**src/rgpl_pkg.sv**
```systemverilog
// constants and types shared by the rgmii port pin logic
`default_nettype none
package rgpl_pkg;
  // -------------------------------------------------------------------------
  // timing
  // -------------------------------------------------------------------------
  localparam int CLK_PERIOD_NS        = 8;
  localparam int TXCLK_1000_PERIOD_NS = 8;
  localparam int TXCLK_100_PERIOD_NS  = 40;
  localparam int TXCLK_10_PERIOD_NS   = 400;
  localparam logic [5:0] CYC_1000 = 6'(TXCLK_1000_PERIOD_NS / CLK_PERIOD_NS);
  localparam logic [5:0] CYC_100  = 6'(TXCLK_100_PERIOD_NS / CLK_PERIOD_NS);
  localparam logic [5:0] CYC_10   = 6'(TXCLK_10_PERIOD_NS / CLK_PERIOD_NS);

  // -------------------------------------------------------------------------
  // encodings and reset values
  // -------------------------------------------------------------------------
  typedef enum logic [1:0] {
    RGPL_SPD_10   = 2'h0,
    RGPL_SPD_100  = 2'h1,
    RGPL_SPD_1000 = 2'h3
  } rgpl_speed_t;

  localparam logic       LED_SEL_TX  = 1'h0;
  localparam logic       LED_SEL_LED = 1'h1;
  localparam logic [3:0] NIBBLE_RST  = 4'h0;
  localparam logic [7:0] BYTE_RST    = 8'h0;
  localparam logic [5:0] CNT_RST     = 6'h0;

  function automatic logic [5:0] rgpl_period_cycles(input rgpl_speed_t spd);
    case (spd)
      RGPL_SPD_1000: rgpl_period_cycles = CYC_1000;
      RGPL_SPD_100:  rgpl_period_cycles = CYC_100;
      default:       rgpl_period_cycles = CYC_10;
    endcase
  endfunction
endpackage
`default_nettype wire

```
**src/rgpl_rx_lane.sv**
```systemverilog
// one rgmii receive lane, sampled by the core clock
`default_nettype none
module rgpl_rx_lane (
  input  wire logic                 clk_in,
  input  wire logic                 resetn_in,
  input  wire logic                 rx_clock_in,
  input  wire logic [3:0]           rx_nibble_in,
  input  wire logic                 rx_valid_in,
  input  wire rgpl_pkg::rgpl_speed_t speed_in,
  output logic [7:0]                rx_byte_out,
  output logic                      rx_byte_valid_out,
  output logic                      rx_byte_error_out,
  output logic                      rx_frame_out
);
  import rgpl_pkg::*;

  // -------------------------------------------------------------------------
  // pin synchronisers
  // -------------------------------------------------------------------------
  logic [5:0] meta_reg;
  logic [5:0] sync_reg;
  logic       clk_prev_reg;
  always_ff @(posedge clk_in or negedge resetn_in) begin
    if (!resetn_in) begin
      meta_reg     <= 6'h00;
      sync_reg     <= 6'h00;
      clk_prev_reg <= 1'h0;
    end else begin
      meta_reg     <= {rx_clock_in, rx_valid_in, rx_nibble_in};
      sync_reg     <= meta_reg;
      clk_prev_reg <= sync_reg[5];
    end
  end

  logic       rise;
  logic       fall;
  logic [3:0] nib;
  logic       ctl;
  assign rise = sync_reg[5] & ~clk_prev_reg;
  assign fall = ~sync_reg[5] & clk_prev_reg;
  assign nib  = sync_reg[3:0];
  assign ctl  = sync_reg[4];

  // -------------------------------------------------------------------------
  // nibble capture and byte assembly
  // -------------------------------------------------------------------------
  logic [3:0] low_reg;
  logic       dv_reg;
  logic       phase_reg;
  always_ff @(posedge clk_in or negedge resetn_in) begin
    if (!resetn_in) begin
      low_reg           <= NIBBLE_RST;
      dv_reg            <= 1'h0;
      phase_reg         <= 1'h0;
      rx_byte_out       <= BYTE_RST;
      rx_byte_valid_out <= 1'h0;
      rx_byte_error_out <= 1'h0;
      rx_frame_out      <= 1'h0;
    end else begin
      rx_byte_valid_out <= 1'h0;
      if (speed_in == RGPL_SPD_1000) begin
        phase_reg <= 1'h0;
        if (rise) begin
          low_reg      <= nib;
          dv_reg       <= ctl;
          rx_frame_out <= ctl;
        end
        if (fall && dv_reg) begin
          rx_byte_out       <= {nib, low_reg};
          rx_byte_valid_out <= 1'h1;
          rx_byte_error_out <= dv_reg ^ ctl;
        end
      end else if (rise) begin
        rx_frame_out <= ctl;
        if (!ctl) begin
          phase_reg <= 1'h0;
        end else if (!phase_reg) begin
          low_reg   <= nib;
          phase_reg <= 1'h1;
        end else begin
          rx_byte_out       <= {nib, low_reg};
          rx_byte_valid_out <= 1'h1;
          rx_byte_error_out <= 1'h0;
          phase_reg         <= 1'h0;
        end
      end
    end
  end
endmodule
`default_nettype wire

```
**src/rgpl_top.sv**
```systemverilog
// pin logic of the management and uplink rgmii ports
`default_nettype none
module rgpl_top (
  input  wire logic                  clk_in,
  input  wire logic                  resetn_in,
  // management port user side
  input  wire rgpl_pkg::rgpl_speed_t mgmt_speed_in,
  input  wire logic [7:0]            mgmt_tx_byte_in,
  input  wire logic                  mgmt_tx_en_in,
  input  wire logic                  mgmt_tx_er_in,
  output logic                       mgmt_tx_take_out,
  output logic [7:0]                 mgmt_rx_byte_out,
  output logic                       mgmt_rx_byte_valid_out,
  output logic                       mgmt_rx_byte_error_out,
  output logic                       mgmt_rx_frame_out,
  // management port pins
  input  wire logic                  mgmt_port_rx_clock_in,
  input  wire logic [3:0]            mgmt_port_rx_nibble_in,
  input  wire logic                  mgmt_port_rx_valid_in,
  output logic                       mgmt_port_tx_clock_rise_out,
  output logic                       mgmt_port_tx_clock_fall_out,
  output logic [3:0]                 mgmt_port_tx_nibble_rise_out,
  output logic [3:0]                 mgmt_port_tx_nibble_fall_out,
  output logic                       mgmt_port_tx_enable_rise_out,
  output logic                       mgmt_port_tx_enable_fall_out,
  // uplink user side
  input  wire rgpl_pkg::rgpl_speed_t uplink_speed_in,
  input  wire logic [7:0]            uplink_tx_byte_in,
  input  wire logic                  uplink_tx_en_in,
  input  wire logic                  uplink_tx_er_in,
  output logic                       uplink_tx_take_out,
  input  wire logic [5:0]            uplink_led_on_in,
  output logic [7:0]                 uplink_rx_byte_out,
  output logic                       uplink_rx_byte_valid_out,
  output logic                       uplink_rx_byte_error_out,
  output logic                       uplink_rx_frame_out,
  // uplink pins
  input  wire logic                  uplink_led_select_in,
  input  wire logic                  uplink_rx_clock_in,
  input  wire logic [3:0]            uplink_rx_nibble_in,
  input  wire logic                  uplink_rx_valid_in,
  output logic                       uplink_tx_clock_or_led_f_rise_out,
  output logic                       uplink_tx_clock_or_led_f_fall_out,
  output logic [3:0]                 uplink_tx_bits_or_led_a_to_d_rise_out,
  output logic [3:0]                 uplink_tx_bits_or_led_a_to_d_fall_out,
  output logic                       uplink_tx_enable_or_led_e_rise_out,
  output logic                       uplink_tx_enable_or_led_e_fall_out
);
  import rgpl_pkg::*;

  // -------------------------------------------------------------------------
  // receive lanes
  // -------------------------------------------------------------------------
  // the far ends own the receive clocks and drive valid from their enable
  rgpl_rx_lane u_mgmt_rx (
    .clk_in            (clk_in),
    .resetn_in         (resetn_in),
    .rx_clock_in       (mgmt_port_rx_clock_in),
    .rx_nibble_in      (mgmt_port_rx_nibble_in),
    .rx_valid_in       (mgmt_port_rx_valid_in),
    .speed_in          (mgmt_speed_in),
    .rx_byte_out       (mgmt_rx_byte_out),
    .rx_byte_valid_out (mgmt_rx_byte_valid_out),
    .rx_byte_error_out (mgmt_rx_byte_error_out),
    .rx_frame_out      (mgmt_rx_frame_out)
  );

  rgpl_rx_lane u_uplink_rx (
    .clk_in            (clk_in),
    .resetn_in         (resetn_in),
    .rx_clock_in       (uplink_rx_clock_in),
    .rx_nibble_in      (uplink_rx_nibble_in),
    .rx_valid_in       (uplink_rx_valid_in),
    .speed_in          (uplink_speed_in),
    .rx_byte_out       (uplink_rx_byte_out),
    .rx_byte_valid_out (uplink_rx_byte_valid_out),
    .rx_byte_error_out (uplink_rx_byte_error_out),
    .rx_frame_out      (uplink_rx_frame_out)
  );

  // -------------------------------------------------------------------------
  // led select strap synchroniser
  // -------------------------------------------------------------------------
  logic sel_meta_reg;
  logic sel_reg;
  always_ff @(posedge clk_in or negedge resetn_in) begin
    if (!resetn_in) begin
      sel_meta_reg <= LED_SEL_TX;
      sel_reg      <= LED_SEL_TX;
    end else begin
      sel_meta_reg <= uplink_led_select_in;
      sel_reg      <= sel_meta_reg;
    end
  end

  // -------------------------------------------------------------------------
  // transmit lanes, index 0 management, index 1 uplink
  // -------------------------------------------------------------------------
  // each output is a rise/fall pair for a ddr output cell; one core cycle
  // is two half slots, so a 4 ns resolution covers all three clock rates
  rgpl_speed_t spd_a [2];
  logic [7:0]  byte_a [2];
  logic        en_a [2];
  logic        er_a [2];
  logic        take_a [2];
  logic        ck_r_a [2];
  logic        ck_f_a [2];
  logic [3:0]  nb_r_a [2];
  logic [3:0]  nb_f_a [2];
  logic        te_r_a [2];
  logic        te_f_a [2];

  assign spd_a[0]  = mgmt_speed_in;
  assign spd_a[1]  = uplink_speed_in;
  assign byte_a[0] = mgmt_tx_byte_in;
  assign byte_a[1] = uplink_tx_byte_in;
  assign en_a[0]   = mgmt_tx_en_in;
  assign en_a[1]   = uplink_tx_en_in;
  assign er_a[0]   = mgmt_tx_er_in;
  assign er_a[1]   = uplink_tx_er_in;

  for (genvar i = 0; i < 2; i++) begin : g_tx
    logic [5:0] cnt_reg;
    logic [5:0] period;
    logic       upper_pend_reg;
    logic [3:0] upper_reg;
    logic       led_mode;
    logic       ck_r;
    logic       ck_f;
    assign period   = rgpl_period_cycles(spd_a[i]);
    assign led_mode = (i == 1) && (sel_reg == LED_SEL_LED);
    // clock high during the first half of the period, counted in half slots
    assign ck_r     = {cnt_reg, 1'h0} < {1'h0, period};
    assign ck_f     = {cnt_reg, 1'h1} < {1'h0, period};

    always_ff @(posedge clk_in or negedge resetn_in) begin
      if (!resetn_in) begin
        cnt_reg <= CNT_RST;
      end else if (cnt_reg >= period - 6'h01) begin
        cnt_reg <= CNT_RST;
      end else begin
        cnt_reg <= cnt_reg + 6'h01;
      end
    end

    always_ff @(posedge clk_in or negedge resetn_in) begin
      if (!resetn_in) begin
        ck_r_a[i] <= 1'h0;
        ck_f_a[i] <= 1'h0;
      end else if (led_mode) begin
        ck_r_a[i] <= ~uplink_led_on_in[5];
        ck_f_a[i] <= ~uplink_led_on_in[5];
      end else begin
        ck_r_a[i] <= ck_r;
        ck_f_a[i] <= ck_f;
      end
    end

    // data changes only with the period start, i.e. the rising clock edge;
    // in led mode the lane keeps counting so a switch back is glitch free
    always_ff @(posedge clk_in or negedge resetn_in) begin
      if (!resetn_in) begin
        upper_pend_reg <= 1'h0;
        upper_reg      <= NIBBLE_RST;
        take_a[i]      <= 1'h0;
        nb_r_a[i]      <= NIBBLE_RST;
        nb_f_a[i]      <= NIBBLE_RST;
        te_r_a[i]      <= 1'h0;
        te_f_a[i]      <= 1'h0;
      end else begin
        take_a[i] <= 1'h0;
        if (led_mode) begin
          upper_pend_reg <= 1'h0;
          nb_r_a[i]      <= ~uplink_led_on_in[3:0];
          nb_f_a[i]      <= ~uplink_led_on_in[3:0];
          te_r_a[i]      <= ~uplink_led_on_in[4];
          te_f_a[i]      <= ~uplink_led_on_in[4];
        end else if (cnt_reg == CNT_RST) begin
          if (spd_a[i] == RGPL_SPD_1000) begin
            upper_pend_reg <= 1'h0;
            take_a[i]      <= 1'h1;
            nb_r_a[i]      <= byte_a[i][3:0];
            nb_f_a[i]      <= byte_a[i][7:4];
            te_r_a[i]      <= en_a[i];
            te_f_a[i]      <= en_a[i] ^ er_a[i];
          end else if (upper_pend_reg) begin
            upper_pend_reg <= 1'h0;
            nb_r_a[i]      <= upper_reg;
            nb_f_a[i]      <= upper_reg;
          end else begin
            // low nibble first, high nibble held for the next period
            upper_pend_reg <= en_a[i];
            upper_reg      <= byte_a[i][7:4];
            take_a[i]      <= 1'h1;
            nb_r_a[i]      <= byte_a[i][3:0];
            nb_f_a[i]      <= byte_a[i][3:0];
            te_r_a[i]      <= en_a[i];
            te_f_a[i]      <= en_a[i] ^ er_a[i];
          end
        end
      end
    end
  end

  // -------------------------------------------------------------------------
  // take strobes and pin outputs
  // -------------------------------------------------------------------------
  assign mgmt_tx_take_out                      = take_a[0];
  assign mgmt_port_tx_clock_rise_out           = ck_r_a[0];
  assign mgmt_port_tx_clock_fall_out           = ck_f_a[0];
  assign mgmt_port_tx_nibble_rise_out          = nb_r_a[0];
  assign mgmt_port_tx_nibble_fall_out          = nb_f_a[0];
  assign mgmt_port_tx_enable_rise_out          = te_r_a[0];
  assign mgmt_port_tx_enable_fall_out          = te_f_a[0];
  assign uplink_tx_take_out                    = take_a[1];
  assign uplink_tx_clock_or_led_f_rise_out     = ck_r_a[1];
  assign uplink_tx_clock_or_led_f_fall_out     = ck_f_a[1];
  assign uplink_tx_bits_or_led_a_to_d_rise_out = nb_r_a[1];
  assign uplink_tx_bits_or_led_a_to_d_fall_out = nb_f_a[1];
  assign uplink_tx_enable_or_led_e_rise_out    = te_r_a[1];
  assign uplink_tx_enable_or_led_e_fall_out    = te_f_a[1];
endmodule
`default_nettype wire

```
**config.mk**
```make
export PLATFORM = sky130hd
export DESIGN_NAME = rgpl_top
export DESIGN_NICKNAME = d
export VERILOG_FILES = /design/src/rgpl_pkg.sv /design/src/rgpl_rx_lane.sv /design/src/rgpl_top.sv
export SDC_FILE = /design/constraint.sdc
export NUM_CORES = 1
export LEC_CHECK = 0
export CAP_MARGIN = 15
export CORE_UTILIZATION = 50
export DETAILED_ROUTE_END_ITERATION = 8
export DONT_BUFFER_PORTS = 1
export HOLD_SLACK_MARGIN = 0.03
export PLACE_DENSITY = 0.7
export SYNTH_ARGS = -nofsm -noshare
export SYNTH_HDL_FRONTEND = slang
export SYNTH_SLANG_ARGS = --single-unit
```
**constraint.sdc**
```tcl
create_clock -name clk_in -period 1.57 [get_ports clk_in]
set_input_delay 0.2355 -clock clk_in [delete_from_list [all_inputs] [get_ports clk_in]]
set_output_delay 0.2355 -clock clk_in [all_outputs]
set_load 0.01 [all_outputs]
```
# Word level (Yosys, flattened, before mapping)
# Index checks and enable logic that the tools add are counted.
word_totals:
  reg_bits: 110
  inputBits: 45
  out_inout_bits: 48
  wordCells: 192
op_classes:
  addsub: 4
  magnitude_cmp: 6
  n_eq_ne: 10
  muxes: 89
  bitwise_logic: 20
  n_reduce_logical: 21
ops:
  columns: ["operator", "n"]
  rows:
  - ["$mux 4", 20]
  - ["$mux 8", 10]
  - ["$mux 1", 55]
  - ["$lt 7x6->1", 4]
  - ["$pmux 6 s2", 2]
  - ["$reduce_bool 2->1", 7]
  - ["$add 6x1->6 const B", 2]
  - ["$ge 6x6->1", 2]
  - ["$logic_not 6->1", 2]
  - ["$mux 6", 2]
  - ["$reduce_and 4->1", 3]
  - ["$sub 6x1->6 const B", 2]
  - ["$not 1->1", 11]
  - ["$reduce_and 3->1", 3]
  - ["$reduce_and 2->1", 4]
  - ["$ne 2x1->1 const B", 3]
  - ["$and 1x1->1", 4]
  - ["$eq 2x1->1 const B", 2]
  - ["$eq 2x2->1 const B", 2]
  - ["$ne 2x2->1 const B", 2]
  - ["$not 4->4", 1]
  - ["$xor 1x1->1", 4]
  - ["$ne 3x2->1 const B", 1]
  - ["$logic_and 1x1->1", 2]

# Depth between registers and ports, before layout
logic_depth:
  word_depth: 5
  ltp_mapped: 7
  ltp_nobuf: 6

# Cells and area by module
# Synthesis repeated with hierarchy kept, for this count alone.
hier_totals:
  hier_cells: 384
  hier_area_um2: 4757.1
modules_own_cells:
  columns: ["module", "instances", "cells_each", "area_per_inst_um2", "seq_area_each_um2"]
  rows:
  - ["rgpl_top", 1, 262, 2717.6, 1251.2]
  - ["rgpl_rx_lane", 2, 61, 1019.7, 750.7]

# Least setup slack after synthesis
# OpenSTA, ideal clock, no wires.
synth_timing:
  kind: "register -> register"
  start: "register g_tx[0].cnt_reg[0]"
  end: "register g_tx[0].cnt_reg[2]"
  setup_ns: 0.072
  arrival_ns: 1.552
  required_ns: 1.498
  slack_ns: -0.054
  stages_incl_launch_ff: 7
  n_path_buf: 0
  synth_period_minus_slack_ns: 1.624
  path_cell_list: "dfrtp_1 > inv_1 > ha_1 > or3b_2 > a31oi_1 > o21ai_1 > nor2_1"
synth_via:
  elab_chain_len: 2
  word_cells_on_any_way: 3
  classes_between: "add/sub (1); order compare (1); mux (1)"
synth_rtl:
  columns: ["element", "line_no", "text"]
  rows:
  - ["start, declared", "rgpl_top.sv:123", "logic [5:0] cnt_reg;"]
  - ["start signal, assigned", "rgpl_top.sv:142", "cnt_reg <= cnt_reg + 6'h01;"]
  - ["$add 6x1->6 or $ge 6x6->1 (tied branches)", "rgpl_top.sv:142, rgpl_top.sv:139", null]
  - ["$mux 6 *", "rgpl_top.sv:139", "end else if (cnt_reg >= period - 6'h01) begin"]
# Every way passes the cells marked *; elsewhere a longest branch is shown, timed or not.
# A chain may end at the register's enable or synchronous reset.

# Final worst setup path
# Ends and elaborated chain as after synthesis.

==> out/summary.txt <==
CTS root buffer: clkbuf_8
Drt wl/cell: 16.3 um
Worst setup margin: 4.60 ps
Sw frac: 35.3%
Clock latency at the later pin of the worst-skew pair: 370 ps
Drt first pass iters: 4
Fill count: 701
GRT Residual Overflow: 0
Setup Skew: 11.5 ps
Crit path capture type: flop
Most common cell after layout, fill and taps aside: dfrtp_1
Register area: 2750 sq um
FP Rows: 35
First-pass GRT wire length: 15.2 mm
Vias in the first global route: 3199
Post-Synthesis Cells: 385
DRC Markers: 0
Placed cell area: 5020 sq um
Post-Route WL: 9.10 mm
Logic pwr share: 33.4%
Mapped cell area: 4720 sq um
Max reg flops: 12
Power per cell area: 1620 nW/um^2
Hold Vio Cnt, Final: 110
Sequential element share of the synthesized area: 58.3%
Post-synth top flop: dfrtp_1
Tot Pwr: 9.19 mW
Routability cong.: 0.811
Asr flop ratio synth: 100%
Achievable Freq: 0.639 GHz
DP Worst Slack: -84.4 ps
Tot GR Track Use: 19.7%
Layout cells sized above 1: 23.4%
Clk buf depth: 2
Post-synthesis cell type count: 48
Synthesized area per cell: 12.3 sq um
Kind of critical path: reg -> reg
Register share of total power: 48.9%
Setup_tns: 0 ps
Critical Path Source: g_tx[0].cnt_reg[0]$_DFF_PN0_
RR Startpoint: g_tx[0].cnt_reg[0]$_DFF_PN0_
Via density: 5.48
Slew Limit Fails: 0
Dpl hpwl: 6.11 mm
Initial Utilization: 51.3%
Antenna cell count: 0
CTS H-tree depth: 3
CP Launch Type: flop
Endpoints failing setup: 0
Final Cell Area: 5670 sq um
NetSw: 3.24 mW
Area Overhead vs Synth: 20.2%
R2r setup slk: 5 ps
1st-iter DRT viols: 60
RSZ-0062 raised after global routing: yes
Final nets: 508
Most frequent cells in the layout: dfrtp_1 (110), nand2_1 (33), dlygate4sd3_1 (31)
Antenna violations before repair: 0
Clk pin slew, worst setup/hold paths: 110 ps
Failing checks: negative hold slack
Largest net degree at the start of global routing: 111
Hold slack: -451 ps
Worst Hold Class: in -> async
Clock power share: 17.6%
Max Cap Viol: 0
P_int: 5.94 mW
Footprint of the multi-input gates: 2000 sq um
Maximum VDD drop: 0.889 mV
Core area: 9200 sq um
Vert. Die Dim: 99.2 um
Critical path peak fanout: 6
Final Util: 61.7%
Final Critical Period: 1570 ps
Fin crit share: 99.7%
Outcome: finished, violations left
Total CTS buffers: 9
Leakage: 2.55 nW
Clock Sinks: 110
Buffers on Ports: 0
CTS tree: done
Die Width: 99.2 um
# IOs: 93
Warnings, synthesis: 0
Vias post-DR: 3064
CP arrival: 1860 ps
Worst EP required: 1870 ps
Seq cells post-synth: 110
Antenna Nets Post-Route: 0
CTS Hold Bufs: 31
Die area: 9830 sq um
Number of synthesized flops with an enable pin: 0
kinds of logic (layout without fill, tap and decap cells):
logic type	Yosys count	after routing	synth area share (%)
simple gates	89	89	9.14
flops	110	110	58.3
compound gates	79	79	10.6
xor+xnor	10	10	1.86
fa+ha+maj	20	20	5.30
mux	48	48	12.1
other cells	1	2	0.0794
buf+inv	28	90	2.65
timing repair:
action                     4_1_cts  5_1_grt
resized for setup               10       17
pin swaps                        4        6
setup endpoints to repair       20       25
cloned                           0        0
hold endpoints to repair       147      110
buffers inserted                 0        0
critical path: stages, from the launching register on:
cell     delay (ps)
dfrtp_1         400
inv_2           110
ha_4            210
or3b_4          390
a31oi_4         170
o21ai_4         100
nor2_1          120
power groups by stage:
stage	registers [mW]	logic, mW	clock network, mW
after floorplan	4.42	1.95	0
after global placement	4.50	2.59	0
after detailed placement	4.53	2.71	0
after CTS	4.49	2.92	1.69
after global routing	4.61	3.44	1.78
final	4.50	3.07	1.62
cells in the mapped netlist (all sizes together), types with 2 or more instances:
cell type | instances | area [sq um]
a22oi | 5 | 37.5
a31oi | 2 | 12.5
dfrtp | 110 | 2750
o211ai | 4 | 30.0
a41o | 2 | 20.0
a21oi | 15 | 75.1
nor2 | 21 | 88.8
nand2b | 6 | 37.5
mux2i | 12 | 120
or3b | 2 | 20.0
and3 | 2 | 12.5
inv | 15 | 56.3
o21a | 2 | 15.0
clkbuf | 4 | 15.0
mux2 | 36 | 450
ha | 20 | 250
nand3 | 10 | 50.1
a211oi | 4 | 30.0
nand2 | 34 | 130
nor2b | 7 | 43.8
buf | 9 | 53.8
o22ai | 7 | 43.8
a21o | 3 | 22.5
xor2 | 7 | 61.3
o21ai | 23 | 115
a41oi | 2 | 17.5
o21bai | 4 | 30.0
xnor2 | 3 | 26.3
and2 | 2 | 12.5
nor3 | 3 | 20.0
cell type report:
| class | count | share of cell area, % |
|---|---|---|
| Timing Repair Buffer | 59 | 9.46 |
| Multi-Input combinational cell | 248 | 35.2 |
| Clock buffer | 10 | 2.25 |
| Tap cell | 111 | 2.45 |
| Inverter | 15 | 0.993 |
| Sequential cell | 110 | 48.5 |
| Clock inverter | 6 | 1.10 |
metrics by stage:
stage,hold WS (ps),cells
6_report,-451,559
2_1_floorplan,-60.1,386
5_1_grt,-480,559
3_3_place_gp,-58.2,512
4_1_cts,-478,559
3_5_place_dp,-58.1,512
metal layers:
layer | vias to the layer above | share of wire, % | GRT usage, %
met3 | 11 | 7.4 | 5.48
met2 | 94 | 50 | 33.4
li1 | 1458 | - | -
met5 | - | 0 | 0
met1 | 1501 | 41 | 23.9
met4 | 0 | 1.3 | 7.92
path summary, 6_finish.rpt:
path,end,cells past startpoint
min in group clk_in,mgmt_port_tx_nibble_rise_out[3]$_DFFE_PN0P_,2
min reg2reg,u_mgmt_rx.sync_reg[4]$_DFF_PN0_,0
max in group asynchronous,u_mgmt_rx.meta_reg[2]$_DFF_PN0_,0
max,g_tx[0].cnt_reg[2]$_DFF_PN0_,6
max reg2reg,g_tx[0].cnt_reg[2]$_DFF_PN0_,6
min,uplink_tx_clock_or_led_f_rise_out$_DFF_PN0_,0
No activity file was read; power rests on OpenSTA's default activity.
